File: src/pkg/fsrem_pkg.sv
// Constants of the fail-safe reset error manager.
// Assumes a 200 MHz core clock; RST_PULSE_CYC and DEEP_HOLD_CYC derive from it here.
package fsrem_pkg;
  localparam int unsigned CLK_MHZ        = 200;
  localparam int unsigned CNT_W          = 3;
  localparam int unsigned START_LEVEL    = 1;
  localparam int unsigned INTER_SEL0     = 3;
  localparam int unsigned FINAL_SEL0     = 6;
  localparam int unsigned INTER_SEL1     = 1;
  localparam int unsigned FINAL_SEL1     = 2;
  localparam int unsigned WDE_LIMIT      = 6;
  localparam int unsigned WDE_INC        = 2;
  localparam int unsigned REFRESH_LIMIT  = 6;
  localparam int unsigned RST_PULSE_NS   = 100;
  localparam int unsigned RST_PULSE_CYC  =
    (RST_PULSE_NS * CLK_MHZ + 999) / 1000;
  localparam int unsigned DEEP_HOLD_S    = 8;
  localparam int unsigned DEEP_HOLD_CYC  = DEEP_HOLD_S * CLK_MHZ * 1000000;
  // Configuration word layout.
  localparam int unsigned CFG_W          = 5;
  localparam int unsigned CFG_THR        = 0;
  localparam int unsigned CFG_EN_PAIR    = 1;
  localparam int unsigned CFG_EN_UV      = 2;
  localparam int unsigned CFG_EN_OV      = 3;
  localparam int unsigned CFG_EN_CORE    = 4;
  localparam logic [4:0]  CFG_RESET      = 5'h1E;
  // Code word: bit 0 overall parity, positions 1..9 Hamming layout.
  localparam int unsigned CW_LEN         = 10;
  localparam int unsigned SYN_W          = 4;
endpackage

File: src/design/fsrem_core.sv
// Fail-safe escalation: reset error counter, fail-safe output, deep fail.
// Assumes fault and watchdog inputs come from logic on clk_in; the wake
// pin is asynchronous.
`timescale 1ns/1ps
`default_nettype none
//
// Behaviour
// [RQ1] Every generated reset adds one to the reset error counter.
// [RQ2] Threshold select 0 gives intermediate 3, 1 gives 1; reaching it asserts fail-safe.
// [RQ3] Counter at final value 6 or 2 enters deep fail, regulators off.
// [RQ4] Threshold configuration is written only in the initial safety phase.
// [RQ5] Reset output low longer than eight seconds enters deep fail.
// [RQ6] Listed watchdog, supply, fault, register and request events cause counted resets.
// [RQ7] Listed fault events put the device into the fail-safe state.
// [RQ8] Deep fail ends only by power-on reset or wake pin transition.
// [RQ9] Start-up and low-power-off resume preload counter 1 and assert fail-safe.
// [RQ10] Seven good answers from level 1 bring the counter to 0.
// [RQ11] Fail-safe released only with fault gone, counter 0, correct key.
// [RQ12] Self-test fail, double error, reset short always assert fail-safe.
// [RQ13] Configuration free in initial phase, then Hamming protected.
// [RQ14] Single bit flip corrected transparently and flagged.
// [RQ15] Double bit error flagged, asserts reset and fail-safe, not corrected.
// [RQ16] Release key is the challenge bit-reversed and inverted.
// [RQ17] After six good refreshes the next good answer decrements the counter.
// [RQ18] Watchdog error counter adds two per failure, subtracts one per success.
// [RQ19] Counter never goes below zero; a wrong key keeps fail-safe asserted.
// [RQ20] A key written before all conditions hold is ignored.
module fsrem_core #(
  parameter int unsigned HOLD_LIMIT = fsrem_pkg::DEEP_HOLD_CYC
) (
  input  wire logic                        clk_in,
  input  wire logic                        rst_n_in,
  input  wire logic                        initial_safety_phase_in,
  input  wire logic                        cfg_write_in,
  input  wire logic [fsrem_pkg::CFG_W-1:0] cfg_data_in,
  input  wire logic [fsrem_pkg::CW_LEN-1:0] seu_flip_in,
  input  wire logic                        key_write_in,
  input  wire logic [7:0]                  failsafe_release_key_in,
  input  wire logic [7:0]                  watchdog_challenge_in,
  input  wire logic                        wd_good_in,
  input  wire logic                        wd_bad_in,
  input  wire logic                        wd_timeout_in,
  input  wire logic                        pair_error_in,
  input  wire logic                        undervoltage_in,
  input  wire logic                        overvoltage_in,
  input  wire logic                        core_feedback_deviation_in,
  input  wire logic                        bist_fail_in,
  input  wire logic                        failsafe_short_in,
  input  wire logic                        reset_short_in,
  input  wire logic                        spi_reset_request_in,
  input  wire logic                        external_reset_in,
  input  wire logic                        low_power_off_resume_in,
  input  wire logic                        wake_pin_in,
  input  wire logic                        flag_clear_in,
  output logic                             reset_out_n,
  output logic                             failsafe_out_n,
  output logic                             regulators_on_out,
  output logic                             deep_fail_out,
  output logic                             single_error_flag_out,
  output logic                             double_error_flag_out,
  output logic [fsrem_pkg::CNT_W-1:0]      reset_count_out
);
  localparam int unsigned CW = fsrem_pkg::CW_LEN;
  localparam int unsigned SW = fsrem_pkg::SYN_W;
  localparam int unsigned DW = fsrem_pkg::CFG_W;
  localparam int unsigned NW = fsrem_pkg::CNT_W;

  function automatic logic [SW-1:0] fsrem_syn(input logic [CW-1:0] c);
    logic [SW-1:0] s;
    s = '0;
    for (int i = 1; i < CW; i++) begin
      if (c[i]) begin
        s = s ^ SW'(i);
      end
    end
    return s;
  endfunction

  function automatic logic [CW-1:0] fsrem_enc(input logic [DW-1:0] d);
    logic [CW-1:0] c;
    logic [SW-1:0] s;
    int            k;
    c = '0;
    k = 0;
    for (int i = 1; i < CW; i++) begin
      if ((i & (i - 1)) != 0) begin
        c[i] = d[k];
        k++;
      end
    end
    s = fsrem_syn(c);
    for (int j = 0; j < SW; j++) begin
      c[1 << j] = s[j];
    end
    c[0] = ^c;
    return c;
  endfunction

  function automatic logic [DW-1:0] fsrem_dec(input logic [CW-1:0] c);
    logic [DW-1:0] d;
    int            k;
    d = '0;
    k = 0;
    for (int i = 1; i < CW; i++) begin
      if ((i & (i - 1)) != 0) begin
        d[k] = c[i];
        k++;
      end
    end
    return d;
  endfunction

  logic [CW-1:0] cfg_cw, next_cfg_cw, cw_seen, cw_fixed;
  logic [SW-1:0] syn;
  logic          par, single_now, ded_now;
  logic [DW-1:0] cfg;
  logic [NW-1:0] rst_cnt, next_rst_cnt, inter, final_lvl;
  logic [NW-1:0] wd_err, next_wd_err, refresh, next_refresh;
  logic [7:0]    pulse_cnt, next_pulse_cnt, expected_key;
  logic [31:0]   hold_cnt, next_hold_cnt;
  logic [6:0]    src, src_prev;
  logic          fs_active, next_fs_active, deep, next_deep;
  logic          sec_flag, next_sec_flag, ded_flag, next_ded_flag;
  logic          next_reset_out_n, fault_now, rst_evt, key_ok, good_dec;
  logic          wake_s1, wake_s2, wake_s3, wake_stable, wake_change;

  // Hamming check of the protected configuration.
  always_comb begin
    cw_seen    = cfg_cw ^ seu_flip_in;
    syn        = fsrem_syn(cw_seen);
    par        = ^cw_seen;
    single_now = !initial_safety_phase_in && par; // [RQ14]
    ded_now    = !initial_safety_phase_in && !par && (syn != '0); // [RQ15]
    cw_fixed   = cw_seen;
    if (single_now) begin
      cw_fixed[syn] = ~cw_seen[syn]; // [RQ14]
    end
    cfg = fsrem_dec(cw_fixed);
    expected_key = {<<{~watchdog_challenge_in}}; // [RQ16]
    inter     = cfg[fsrem_pkg::CFG_THR] ? NW'(fsrem_pkg::INTER_SEL1)
                                        : NW'(fsrem_pkg::INTER_SEL0); // [RQ2]
    final_lvl = cfg[fsrem_pkg::CFG_THR] ? NW'(fsrem_pkg::FINAL_SEL1)
                                        : NW'(fsrem_pkg::FINAL_SEL0); // [RQ3]
    wake_change = (wake_s2 == wake_s3) && (wake_s3 != wake_stable);
  end

  // Escalation next state.
  always_comb begin
    src = {ded_now, external_reset_in, failsafe_short_in,
           pair_error_in && cfg[fsrem_pkg::CFG_EN_PAIR],
           undervoltage_in && cfg[fsrem_pkg::CFG_EN_UV],
           overvoltage_in && cfg[fsrem_pkg::CFG_EN_OV],
           core_feedback_deviation_in && cfg[fsrem_pkg::CFG_EN_CORE]};
    fault_now = (|src[3:0]) || bist_fail_in || reset_short_in
                || ded_now || ded_flag; // [RQ7] [RQ12]
    next_wd_err  = wd_err;
    next_refresh = refresh;
    good_dec     = 1'b0;
    key_ok       = key_write_in && failsafe_release_key_in == expected_key;
    rst_evt      = (|(src & ~src_prev)) || spi_reset_request_in
                   || wd_timeout_in
                   || (initial_safety_phase_in && wd_bad_in); // [RQ6]
    if (!initial_safety_phase_in && (wd_bad_in || wd_timeout_in)) begin
      next_wd_err  = wd_err + NW'(fsrem_pkg::WDE_INC); // [RQ18]
      next_refresh = '0;
      if (next_wd_err >= NW'(fsrem_pkg::WDE_LIMIT)) begin
        rst_evt     = 1'b1; // [RQ6]
        next_wd_err = '0;
      end
    end else if (wd_good_in) begin
      next_wd_err = (wd_err != '0) ? wd_err - NW'(1) : wd_err; // [RQ18]
      if (refresh == NW'(fsrem_pkg::REFRESH_LIMIT)) begin
        good_dec     = 1'b1; // [RQ17]
        next_refresh = '0;
      end else begin
        next_refresh = refresh + NW'(1);
      end
    end
    next_rst_cnt   = rst_cnt;
    next_deep      = deep;
    next_pulse_cnt = (pulse_cnt != '0) ? pulse_cnt - 8'h01 : pulse_cnt;
    next_fs_active = fs_active;
    if (deep) begin
      if (wake_change) begin
        next_deep      = 1'b0; // [RQ8]
        next_rst_cnt   = NW'(fsrem_pkg::START_LEVEL);
        next_fs_active = 1'b1;
        next_pulse_cnt = 8'(fsrem_pkg::RST_PULSE_CYC);
      end
    end else if (low_power_off_resume_in) begin
      next_rst_cnt   = NW'(fsrem_pkg::START_LEVEL); // [RQ9]
      next_fs_active = 1'b1;
    end else begin
      if (rst_evt) begin
        next_rst_cnt   = rst_cnt + NW'(1); // [RQ1]
        next_pulse_cnt = 8'(fsrem_pkg::RST_PULSE_CYC);
      end else if (good_dec && rst_cnt != '0) begin
        next_rst_cnt = rst_cnt - NW'(1); // [RQ10] [RQ19]
      end
      if (key_ok && !fault_now && rst_cnt == '0 && !rst_evt) begin
        next_fs_active = 1'b0; // [RQ11] [RQ19] [RQ20]
      end
      if (fault_now || next_rst_cnt >= inter) begin
        next_fs_active = 1'b1; // [RQ2] [RQ7] [RQ12] [RQ15]
      end
    end
    if (!deep && (next_rst_cnt >= final_lvl || hold_cnt >= HOLD_LIMIT)) begin
      next_deep = 1'b1; // [RQ3] [RQ5]
    end
    if (next_deep) begin
      next_fs_active = 1'b1; // [RQ3]
    end
    next_reset_out_n = !(next_deep || next_pulse_cnt != '0
                         || external_reset_in || ded_now); // [RQ3] [RQ15]
    next_hold_cnt = (reset_out_n || deep) ? '0 : hold_cnt + 32'h1; // [RQ5]
    next_sec_flag = single_now || (sec_flag && !flag_clear_in); // [RQ14]
    next_ded_flag = ded_now || (ded_flag && !flag_clear_in); // [RQ15]
    next_cfg_cw   = initial_safety_phase_in ? cfg_cw : cw_fixed; // [RQ14]
    if (initial_safety_phase_in && cfg_write_in) begin
      next_cfg_cw = fsrem_enc(cfg_data_in); // [RQ4] [RQ13]
    end
  end

  always_ff @(posedge clk_in or negedge rst_n_in) begin
    if (!rst_n_in) begin
      cfg_cw            <= fsrem_enc(fsrem_pkg::CFG_RESET);
      rst_cnt           <= NW'(fsrem_pkg::START_LEVEL); // [RQ9]
      wd_err            <= '0;
      refresh           <= '0;
      pulse_cnt         <= 8'(fsrem_pkg::RST_PULSE_CYC);
      hold_cnt          <= '0;
      src_prev          <= '0;
      fs_active         <= 1'b1; // [RQ9]
      deep              <= 1'b0; // [RQ8]
      sec_flag          <= 1'b0;
      ded_flag          <= 1'b0;
      wake_s1           <= 1'b0;
      wake_s2           <= 1'b0;
      wake_s3           <= 1'b0;
      wake_stable       <= 1'b0;
      reset_out_n       <= 1'b0;
      failsafe_out_n    <= 1'b0;
      regulators_on_out <= 1'b1;
    end else begin
      cfg_cw            <= next_cfg_cw;
      rst_cnt           <= next_rst_cnt;
      wd_err            <= next_wd_err;
      refresh           <= next_refresh;
      pulse_cnt         <= next_pulse_cnt;
      hold_cnt          <= next_hold_cnt;
      src_prev          <= src;
      fs_active         <= next_fs_active;
      deep              <= next_deep;
      sec_flag          <= next_sec_flag;
      ded_flag          <= next_ded_flag;
      wake_s1           <= wake_pin_in;
      wake_s2           <= wake_s1;
      wake_s3           <= wake_s2;
      wake_stable       <= (wake_s2 == wake_s3) ? wake_s3 : wake_stable;
      reset_out_n       <= next_reset_out_n;
      failsafe_out_n    <= !next_fs_active;
      regulators_on_out <= !next_deep; // [RQ3]
    end
  end

  assign deep_fail_out         = deep;
  assign single_error_flag_out = sec_flag;
  assign double_error_flag_out = ded_flag;
  assign reset_count_out       = rst_cnt;

  AST_RQ1_INC: assert property (@(posedge clk_in) disable iff (!rst_n_in) // [RQ1]
    rst_evt && !deep && !low_power_off_resume_in |=> rst_cnt == $past(rst_cnt) + NW'(1))
    else $error("Reset did not raise the counter.");
  AST_RQ2_FS: assert property (@(posedge clk_in) disable iff (!rst_n_in) // [RQ2]
    rst_cnt >= inter |-> !failsafe_out_n)
    else $error("Intermediate level without fail-safe.");
  AST_RQ3_DEEP: assert property (@(posedge clk_in) disable iff (!rst_n_in) // [RQ3]
    deep |-> !reset_out_n && !failsafe_out_n && !regulators_on_out)
    else $error("Deep fail outputs wrong.");
  AST_RQ5_HOLD: assert property (@(posedge clk_in) disable iff (!rst_n_in) // [RQ5]
    hold_cnt >= HOLD_LIMIT |=> deep)
    else $error("Long reset did not enter deep fail.");
  AST_RQ8_STAY: assert property (@(posedge clk_in) disable iff (!rst_n_in) // [RQ8]
    deep && !wake_change |=> deep)
    else $error("Deep fail left without wake.");
  AST_RQ10_DEC: assert property (@(posedge clk_in) disable iff (!rst_n_in) // [RQ10]
    good_dec && !rst_evt && !deep && !low_power_off_resume_in && rst_cnt != '0
    |=> rst_cnt == $past(rst_cnt) - NW'(1))
    else $error("Good answers did not lower the counter.");
  AST_RQ11_REL: assert property (@(posedge clk_in) disable iff (!rst_n_in) // [RQ11]
    $rose(failsafe_out_n) |-> $past(key_ok && !fault_now && rst_cnt == '0))
    else $error("Fail-safe released without all conditions.");
  AST_RQ15_DED: assert property (@(posedge clk_in) disable iff (!rst_n_in) // [RQ15]
    ded_now && !deep |=> ded_flag && !failsafe_out_n ##[0:2] !reset_out_n)
    else $error("Double error not acted upon.");
  AST_RQ18_ERR: assert property (@(posedge clk_in) disable iff (!rst_n_in) // [RQ18]
    !initial_safety_phase_in && wd_bad_in && wd_err < NW'(4)
    |=> wd_err == $past(wd_err) + NW'(2))
    else $error("Watchdog error counter not raised by two.");
  AST_RQ14_SEC: assert property (@(posedge clk_in) disable iff (!rst_n_in) // [RQ14]
    single_now |=> sec_flag && fsrem_dec(cfg_cw) == $past(cfg))
    else $error("Single error not corrected.");
  COV_DEEP: cover property (@(posedge clk_in) disable iff (!rst_n_in) $rose(deep));
  COV_REL: cover property (@(posedge clk_in) disable iff (!rst_n_in)
    $rose(failsafe_out_n));
  COV_SEC: cover property (@(posedge clk_in) disable iff (!rst_n_in) single_now);
endmodule
`default_nettype wire

File: config.mk
export PLATFORM = sky130hd
export DESIGN_NAME = fsrem_core
export DESIGN_NICKNAME = d
export VERILOG_FILES = /design/src/pkg/fsrem_pkg.sv /design/src/design/fsrem_core.sv
export SDC_FILE = /design/constraint.sdc
export NUM_CORES = 1
export LEC_CHECK = 0
export BUFFER_PORTS_ARGS = -buffer_cell sky130_fd_sc_hd__buf_2
export CAP_MARGIN = 20
export CORE_MARGIN = 1
export CORE_UTILIZATION = 40
export DETAILED_ROUTE_END_ITERATION = 10
export MAX_ROUTING_LAYER = met4
export PLACE_DENSITY = 0.67
export RECOVER_POWER = 25
export SYNTH_ARGS = -nofsm -noshare
export SYNTH_HDL_FRONTEND = slang
export SYNTH_SLANG_ARGS = --single-unit
File: constraint.sdc
create_clock -name clk_in -period 4.3 [get_ports clk_in]
set_input_delay 0.43 -clock clk_in [delete_from_list [all_inputs] [get_ports clk_in]]
set_output_delay 0.43 -clock clk_in [all_outputs]
set_load 0.05 [all_outputs]
# Word-level counts from Yosys, hierarchy flattened
# Index checks and enable logic that the tools add are counted.
op_classes:
  add_sub_neg: 10
  muxes: 84
  n_eq_ne: 5
  reduce_logical: 58
  bitwise: 17
  magnitude_cmp: 10
ops:
  columns: ["cell", "count"]
  rows:
  - ["$mux 32", 5]
  - ["$lt 32x5->1 const B", 4]
  - ["$add 32x2->32 const B", 3]
  - ["$mux 3", 22]
  - ["$mux 8", 5]
  - ["$add 32x1->32 const B", 1]
  - ["$ge 32x31->1 const B", 1]
  - ["$mux 4", 8]
  - ["$mux 1", 30]
  - ["$mux 10", 3]
  - ["$logic_and 1x1->1", 20]
  - ["$reduce_xor 10->1", 2]
  - ["$logic_or 1x1->1", 16]
  - ["$reduce_bool 8->1", 2]
  - ["$not 2->2", 7]
  - ["$bmux 1 s3", 4]
  - ["$bwmux 10", 1]
  - ["$xor 10x10->10", 1]
  - ["$logic_not 1->1", 9]
  - ["$eq 8x8->1", 1]
  - ["$mux 2", 4]
  - ["$not 8->8", 1]
  - ["$sub 8x1->8 const B", 1]
  - ["$and 7x7->7", 1]
  - ["other kinds (25)", 32]
word_totals:
  inputBits: 51
  word_cells: 202
  output_inout_bits: 9
  ff_bits: 77

# Logic depth before layout (Yosys ltp)
# Gate-level depths: netlist (run 1).
depth:
  depth_word: 42
  ltp_mapped: 17
  depth_no_buf: 17

# Worst setup path before layout (run 1)
# OpenSTA, ideal clock, no wires.
synth_timing:
  path_kind: "register to register"
  start: "register cfg_cw[7]"
  end: "register failsafe_out_n"
  t_required_ns: 4.232
  slack_ns: 0.188
  t_arrival_ns: 4.044
  path_stages_with_launch: 17
  period_less_slack_ns: 4.112
  path_buffers: 0
  path_cell_list: "dfstp_2 > xnor2_4 > xnor3_2 > xor2_2 > nor2_1 > nand2_1 > mux2i_2 > o311ai_4 > mux2i_1 > xor2_1 > o31ai_1 > ha_1 > nor3_1 > nand2_1 > or2_2 > a311oi_1 > and4_1"
synth_between:
  elab_chain_cells: 30
  word_cells_on_any_way: 61
synth_rtl:
  columns: ["element", "line_no", "text"]
  rows:
  - ["start, declared", "fsrem_core.sv:113", "logic [CW-1:0] cfg_cw, next_cfg_cw, cw_seen, cw_fixed;"]
  - ["start signal, assigned", "fsrem_core.sv:226", "cfg_cw <= fsrem_enc(fsrem_pkg::CFG_RESET);"]
  - ["start signal, assigned", "fsrem_core.sv:245", "cfg_cw <= next_cfg_cw;"]
  - ["$xor 10x10->10 *", "fsrem_core.sv:129", "cw_seen = cfg_cw ^ seu_flip_in;"]
  - ["$mux 3", "fsrem_core.sv:72", "if (c[i]) begin"]
  - ["$mux 4", "fsrem_core.sv:72", null]
  - ["$not 2->2 (no line)", null, null]
  - ["$mux 4", "fsrem_core.sv:72", null]
  - ["$lt 4x5->1 (not written as such) / $ge 4x1->1 (equally long branches)", "fsrem_core.sv:136", "cw_fixed[syn] = ~cw_seen[syn];"]
  - ["$logic_and 1x1->1 (not written as such)", "fsrem_core.sv:136", null]
  - ["$mux 1 (not written as such)", "fsrem_core.sv:136", null]
  - ["[... 15 more ...]", null, null]
  - ["$mux 3 *", "fsrem_core.sv:183", "if (deep) begin"]
  - ["via next_rst_cnt[2]", "fsrem_core.sv:117", "logic [NW-1:0] rst_cnt, next_rst_cnt, inter, final_lvl;"]
  - ["$ge 3x3->1 *", "fsrem_core.sv:207", "if (!deep && (next_rst_cnt >= final_lvl || hold_cnt >= HOLD_LIMIT)) begin"]
  - ["$logic_or 1x1->1 *", "fsrem_core.sv:207", null]
  - ["$logic_and 1x1->1 *", "fsrem_core.sv:207", null]
  - ["$mux 1 *", "fsrem_core.sv:207", null]
  - ["$mux 1 *", "fsrem_core.sv:210", "if (next_deep) begin"]
  - ["$logic_not 1->1 *", "fsrem_core.sv:261", "failsafe_out_n <= !next_fs_active;"]
  - ["end signal, assigned", "fsrem_core.sv:261", null]
  - ["end, declared", "fsrem_core.sv:56", "output logic failsafe_out_n,"]
# The timed path passes the listed nets; every way through them passes the cells marked *. The select of a mux whose other input is x is not followed.
# A chain may end at the register's enable or synchronous reset.

# Worst setup path after layout (run 1)
layout_timing:
  start: "register cfg_cw[9]"
  end: "register reset_out_n"
layout_between:
  elab_chain_cells: 29
  word_cells_on_any_way: 47
layout_rtl:
  columns: ["element", "line_no", "text"]
  rows:
  - ["$xor 10x10->10 *", "fsrem_core.sv:129", null]
  - ["$mux 4", "fsrem_core.sv:72", null]
  - ["$lt 4x5->1 (not written as such) / $ge 4x1->1 (equally long branches)", "fsrem_core.sv:136", null]
  - ["$logic_and 1x1->1 (not written as such)", "fsrem_core.sv:136", null]
  - ["$mux 1 (not written as such)", "fsrem_core.sv:136", null]
  - ["$demux 1 s4", "fsrem_core.sv:136", null]
  - ["$bwmux 10", "fsrem_core.sv:136", null]
  - ["$mux 10", "fsrem_core.sv:135", "if (single_now) begin"]
  - ["[... 13 more ...]", null, null]
  - ["via next_rst_cnt[2]", "fsrem_core.sv:117", null]
  - ["[... 1 more ...]", null, null]
  - ["$logic_or 1x1->1 *", "fsrem_core.sv:207", null]
  - ["$logic_and 1x1->1 *", "fsrem_core.sv:207", null]
  - ["$mux 1 *", "fsrem_core.sv:207", null]
  - ["via next_deep", "fsrem_core.sv:122", "logic fs_active, next_fs_active, deep, next_deep;"]
  - ["$logic_or 1x1->1 *", "fsrem_core.sv:213", "next_reset_out_n = !(next_deep || next_pulse_cnt != '0"]
  - ["$logic_or 1x1->1 * (2 in series)", "fsrem_core.sv:214", "|| external_reset_in || ded_now);"]
  - ["$logic_not 1->1 *", "fsrem_core.sv:213", null]
  - ["via next_reset_out_n", "fsrem_core.sv:124", "logic next_reset_out_n, fault_now, rst_evt, key_ok, good_dec;"]
  - ["end signal, assigned", "fsrem_core.sv:260", "reset_out_n <= next_reset_out_n;"]
  - ["end, declared", "fsrem_core.sv:55", "output logic reset_out_n,"]
# Marks and branches as above.

==> results of run 1 <==
-- kinds of logic (layout without fill, tap and decap cells) --
family          after synthesis  after routing  share of synthesized area [%]
buf+inv                      31            119                          2.391
fa+ha+maj                    15             15                          3.754
simple gates                199            199                          20.39
compound gates               88             88                          11.67
flops                        77             77                          39.93
xor+xnor                     77             77                          17.49
mux                          20             20                          4.371
-- layer usage --
layer | GRT usage, % | wire length (microns) | vias up
li1 | - | - | 1935
met1 | 22.36 | 4990 | 1907
met2 | 30.14 | 5486 | 54
met3 | 3.726 | 342 | 12
met4 | 4.533 | 117 | 0
met5 | - | 0 | -
-- state kept, by name (all words and copies together) (netlist names), 3 cells and up --
signal           count
cfg_cw              10
hold_cnt            32
pulse_cnt            8
refresh              3
reset_count_out      3
src_prev             7
wd_err               3
-- timing repair --
action                                  4_1_cts  5_1_grt
resized for setup                             0       22
endpoints found under the setup margin        0        5
setup buffers                                 0        6
-- power groups by stage --
stage	registers (mW)	clock network, mW	logic [mW]
CTS	1.02	0.780	2.41
detailed placement	1.03	0	2.38
global placement	1.02	0	2.35
global route	1.04	0.804	2.92
floorplan	1.11	0	1.66
finish	1.02	0.764	2.71
-- per-stage QoR --
stage / hold slack (ps) / instance area (sq um) / utilization [%] / cells
2_1_floorplan: 134.4 / 4866 / - / 507
3_3_place_gp: 331.7 / 5433 / 46.78 / 716
3_5_place_dp: 335.6 / 5433 / 46.78 / 716
4_1_cts: 188.0 / 5734 / 49.38 / 732
5_1_grt: 188.8 / 5922 / 50.99 / 738
6_report: 198.8 / 5922 / 50.99 / 738
-- cells in the mapped netlist (2+ instances only) --
cell type,number
and2_1,6
mux2i_1,15
nor2_1,65
a31oi_1,3
nor3_1,10
and4_1,4
nand3_1,8
a211oi_1,5
maj3_1,2
a2111oi_0,2
o21a_1,3
nor2b_1,7
inv_1,21
a31o_2,2
a21oi_1,32
nand4_1,12
nand2_1,46
nor3b_1,3
nor4_1,6
or2_2,2
xnor2_4,5
o31ai_1,2
mux2_2,3
ha_1,13
o21ai_0,20
clkbuf_1,9
a21o_1,2
o22ai_1,2
nand2b_1,6
dfrtp_1,64
o211ai_1,4
xor2_1,35
xnor2_1,27
or3_1,7
xnor2_2,8
and3_1,8
dfstp_2,13
-- worst max path at each step --
stage                                     to  slack [ps]  cells past startpoint
finish                 reset_out_n$_DFF_PN0_          80                     16
global route           reset_out_n$_DFF_PN0_        -150                     16
CTS                 failsafe_out_n$_DFF_PN0_           4                     18
detailed placement  failsafe_out_n$_DFF_PN0_         -20                     18
global placement    failsafe_out_n$_DFF_PN0_         120                     17
floorplan           failsafe_out_n$_DFF_PN0_         190                     16
-- area by class of cell --
type,count,area share [%]
Timing Repair Buffer,82,7.796
Multi-Input combinational cell,399,49.95
Tap cell,143,3.021
Inverter,21,1.331
Sequential cell,77,32.81
Clock inverter,7,1.289
Clock buffer,9,3.803
==> impl_metrics.tcl, run 1 <==
set metrics [dict create \
    status "complete, but fails checks" \
    violations "design-rule violations, max-capacitance violations, max-slew violations" \
    netlist.area_leader.share_pct 32.91 \
    clock-sinks 77 \
    synth_edf_count 0 \
    fin_crit_ps 4223 \
    final_cell_mix "64 x nor2_1, 64 x dfrtp_1, 56 x buf_2" \
    cts_inserted_buffers 9 \
    arrival_ps 4460 \
    worst_setup_path_start_kind "flip-flop" \
    r2r-end "reset_out_n$_DFF_PN0_" \
    synthesis.area_sq_mm 0.004866 \
    maxSlewHeadroom_pct -27.30 \
    fin_ws_ps 77.31 \
    power_frac_comb_pct 60.3 \
    switching_power_mw 2.003 \
    setup_violations 0 \
    slowest_stage "xnor3_2" \
    syn-mean-instance-area_sq_um 9.597 \
    hpwl_mm 7.929 \
    grt_pass1_vias 3754 \
    crit_required_ps 4540 \
    diodes 0 \
    antenna_found_initial 0 \
    area_growth_syn_to_layout_pct 21.70 \
    multiInputGateArea_sq_mm 0.002958 \
    switching_share_pct 44.52 \
    worstPathMaxFanout 5 \
    post-route-period-util_pct 98.20 \
    drt_iter0_drc 222 \
    p_int_mw 2.496 \
    p_leak_nw 2.604 \
    start_util_pct 41.90 \
    routedWlPerCell_microns 14.82 \
    yosysTopAreaCell "dfrtp_1" \
    ys.flop_type "dfrtp_1" \
    holdPathEnd "wake_s1$_DFF_PN0_" \
    wl_mm 10.94 \
    fmax_ghz 0.2368 \
    async_reset_ff_share_pct 100.0 \
    fp.dieH_microns 112.3 \
    grt_usage_pct 18.04 \
    yosysWarnings 0 \
    core_sq_mm 0.01161 \
    vias 3908 \
    place_ws_ps -17.86 \
    ant_nets 0 \
    worst_pin_slew_ps 1909 \
    max_stage_delay_ps 580 \
    ys_types 62 \
    path_delay_family "simple AND/OR/NAND/NOR gates" \
    grt_max_degree 78 \
    row_count 39 \
    rsz0062_at_grt "yes" \
    drv_slew 78 \
    cp-end-kind "flip-flop" \
    p_per_area_mw_per_mm2 759.8 \
    clockPowerShare_pct 17.0 \
    grt_overflow 0 \
    path_buf_inv 0 \
    seq_area_frac_synth_pct 39.93 \
    setup.worst_path.class "reg -> reg" \
    synth_fp_nets 571 \
    drive_above_1_share_pct 25.38 \
    pwr-share-seq_pct 22.8 \
    ios 60 \
    gp_congestion 0.8489 \
    syn_inst 507 \
    ir_drop_mv 0.3561 \
    io_buffer_count 59 \
    grt_pass1_wl_mm 17.72 \
    postCtsHoldBufs 0 \
    cap_violations 1 \
    fin_skew_ps 8.368 \
    min_from "wake_pin_in" \
    dr.pass1.iters 7 \
    die_x_microns 112.3 \
    hold_depth 1 \
    crit_start "cfg_cw[9]$_DFFE_PN1P_" \
    via_per_inst 5.295 \
    seq_area_sq_mm 0.001943 \
    tns_ps 0 \
    path_cells "xnor2_2 -> xnor3_2 -> or4_1 -> nand4_1 -> a211o_2 -> o2111ai_4 -> o311ai_4 -> mux2i_1 -> xor2_1 -> o31ai_2 -> ha_2 -> nor3_2 -> nand2_1 -> or2_4 -> a31o_4 -> nor4_4" \
    r2r_start "cfg_cw[9]$_DFFE_PN1P_" \
    cts.htree.levels 3 \
    clk_latency_ps 340 \
    finalPower_mw 4.499 \
    drc 5 \
    clkTransAtPathRegs_ps 70 \
    clock-root-buffer "clkbuf_16" \
    hold_class "in -> reg" \
    synth-seq-cells 77 \
    r2r_cells 16 \
    cts_tree "built" \
    fill_cells 1077 \
    clockBufferDepth 2 \
    worst-r2r-setup-slack_ps 80 \
    finalHoldViolations 0 \
    final_nets 654 \
    synth.area.top_cells "dfrtp_1 33%, dfstp_2 7.0%, xor2_1 6.3%" \
    dieArea_sq_mm 0.01261 \
]
(Power assumes the default switching activity.)
==> run 2: changes to the inputs <==
--- a/config.mk
+++ b/config.mk
@@ -8,10 +8,10 @@
 export BUFFER_PORTS_ARGS = -buffer_cell sky130_fd_sc_hd__buf_2
 export CAP_MARGIN = 20
 export CORE_MARGIN = 1
-export CORE_UTILIZATION = 40
+export CORE_UTILIZATION = 45
 export DETAILED_ROUTE_END_ITERATION = 10
 export MAX_ROUTING_LAYER = met4
-export PLACE_DENSITY = 0.67
+export PLACE_DENSITY = 0.73
 export RECOVER_POWER = 25
 export SYNTH_ARGS = -nofsm -noshare
 export SYNTH_HDL_FRONTEND = slang
==> run 2 against run 1 <==
The run ends with max-capacitance violations, max-slew violations left. Wire length decreased by 0.59%. Utilization is 3.8 points higher. Clock skew grew 5.7 ps. Combinational power down 7%. Hold slack lost 14 ps. Critical path depth stayed put. Via count down 0.18%. Sequential cell count stayed put. Worst setup slack better by 130 ps. Clock-buffer cell count is the same. Clock power shrank 20%. Register-to-register slack better by 130 ps. Critical path type unchanged. Highest routed layer unchanged.
==> impl_metrics.tcl, run 2 (synthesized netlist as in run 1, its figures left out) <==
set metrics [dict create \
    status "complete, but fails checks" \
    violations "max-capacitance violations, max-slew violations" \
    hold_class "in -> reg" \
    core_sq_mm 0.01042 \
    switching_power_mw 1.877 \
    fp.dieH_microns 106.0 \
    grt_usage_pct 21.11 \
    grt_max_degree 78 \
    p_per_area_mw_per_mm2 726.4 \
    top_regs "hold_cnt x32, cfg_cw x10, pulse_cnt x8" \
    fin_skew_ps 14.10 \
    drc 0 \
    finalPower_mw 4.149 \
    fin_crit_ps 4093 \
    wl_mm 10.87 \
    drv_slew 78 \
    start_util_pct 46.71 \
    p_leak_nw 2.535 \
    final_cell_mix "64 x nor2_1, 64 x dfrtp_1, 56 x buf_2" \
    worst-r2r-setup-slack_ps 210 \
    cts.htree.levels 3 \
    via_per_inst 5.373 \
    ios 60 \
    cp-end-kind "flip-flop" \
    grt_pass1_wl_mm 18.47 \
    setup.worst_path.class "reg -> reg" \
    ant_nets 0 \
    dieArea_sq_mm 0.01123 \
    fin_hold_ws_ps 184.6 \
    dr.pass1.iters 4 \
    clk_latency_ps 350 \
    antenna_found_initial 0 \
    clkTransAtPathRegs_ps 90 \
    clockBufferDepth 2 \
    finalHoldViolations 0 \
    routedWlPerCell_microns 14.98 \
    maxSlewHeadroom_pct -28.94 \
    switching_share_pct 45.23 \
    max_stage_delay_ps 580 \
    drive_above_1_share_pct 24.58 \
    path_buf_inv 0 \
    final_util_pct 54.83 \
    p_int_mw 2.272 \
    setup_violations 0 \
    fmax_ghz 0.2443 \
    clock-root-buffer "clkbuf_8" \
    cts_tree "built" \
    grt_pass1_vias 3955 \
    crit_required_ps 4560 \
    arrival_ps 4350 \
    io_buffer_count 59 \
    worst_setup_path_start_kind "flip-flop" \
    place_ws_ps -48.27 \
    grt_overflow 0 \
    worstPathMaxFanout 5 \
    cap_violations 1 \
    cts_inserted_buffers 9 \
    stdcell_area_sq_mm 0.005712 \
    largest_reg_flops 32 \
    rsz0062_at_grt "no" \
    area_growth_syn_to_layout_pct 17.38 \
    power_frac_comb_pct 60.7 \
    hpwl_mm 8.169 \
    path_cells "xnor2_2 -> xnor3_2 -> or4_1 -> nand4_1 -> a211o_2 -> o2111ai_2 -> o311ai_4 -> mux2i_1 -> xor2_1 -> o31ai_2 -> ha_1 -> nor3_2 -> nand2_1 -> or2_2 -> a31o_2 -> nor4_2" \
    clock-sinks 77 \
    die_x_microns 106.0 \
    post-route-period-util_pct 95.19 \
    final_nets 649 \
    fill_cells 954 \
    row_count 37 \
    largest_register "hold_cnt" \
    vias 3901 \
    gp_congestion 0.9205 \
    ir_drop_mv 0.5293 \
    fin_ws_ps 206.9 \
    slowest_stage "dfstp_2" \
    drt_iter0_drc 181 \
    worst_pin_slew_ps 1934 \
    post_dp_cell_area_sq_mm 0.005424 \
    path_delay_family "simple AND/OR/NAND/NOR gates" \
    pwr-share-seq_pct 24.7 \
    postCtsHoldBufs 0 \
    diodes 0 \
    clockPowerShare_pct 14.7 \
]
## run 2: layout make-up
type	instances	area (sq um)	area share, %
clock inverters	7	96.34	1.687
repair buffers	77	427.9	7.492
well taps	136	170.2	2.979
multi-input cells	399	2872	50.27
clock buffers	9	123.9	2.169
flip-flops and latches	77	1943	34.02
inverters	21	78.83	1.380
## run 2: what timing repair did
action                     CTS  global route
hold endpoints to repair     0             0
setup endpoints to repair    0             4
gates resized for setup      0            11
setup buffers                0             1
## run 2: path summary, 6_finish.rpt
kind	start	to	depth (start not counted)
worst min register to register	wake_s1$_DFF_PN0_	wake_s2$_DFF_PN0_	0
worst max-delay path	cfg_cw[5]$_DFFE_PN1P_	reset_out_n$_DFF_PN0_	16
max in group asynchronous	rst_n_in	hold_cnt[15]$_DFF_PN0_	1
worst max register to register	cfg_cw[5]$_DFFE_PN1P_	reset_out_n$_DFF_PN0_	16
min in group asynchronous	rst_n_in	hold_cnt[12]$_DFF_PN0_	1
worst min-delay path	wake_pin_in	wake_s1$_DFF_PN0_	1
## run 2: power by group through the flow
stage / sequential [mW] / combinational, mW / clock (mW)
6_report: 1.02 / 2.52 / 0.609
5_1_grt: 1.04 / 2.76 / 0.656
3_5_place_dp: 1.03 / 2.41 / 0
2_1_floorplan: 1.11 / 1.66 / 0
3_3_place_gp: 1.03 / 2.37 / 0
4_1_cts: 1.02 / 2.42 / 0.625
## run 2: through the flow
stage          std cells  TNS, ps
2_1_floorplan        507        0
3_3_place_gp         709   -46.72
3_5_place_dp         709   -96.54
4_1_cts              725        0
5_1_grt              726        0
6_report             726        0
## run 2: layer usage
layer	track usage (%)	up-vias	share of wire [%]
met5	-	-	0
met4	6.647	0	1.1
met3	2.636	10	3.6
met2	36.04	69	51
li1	-	1909	-
met1	26.16	1913	44
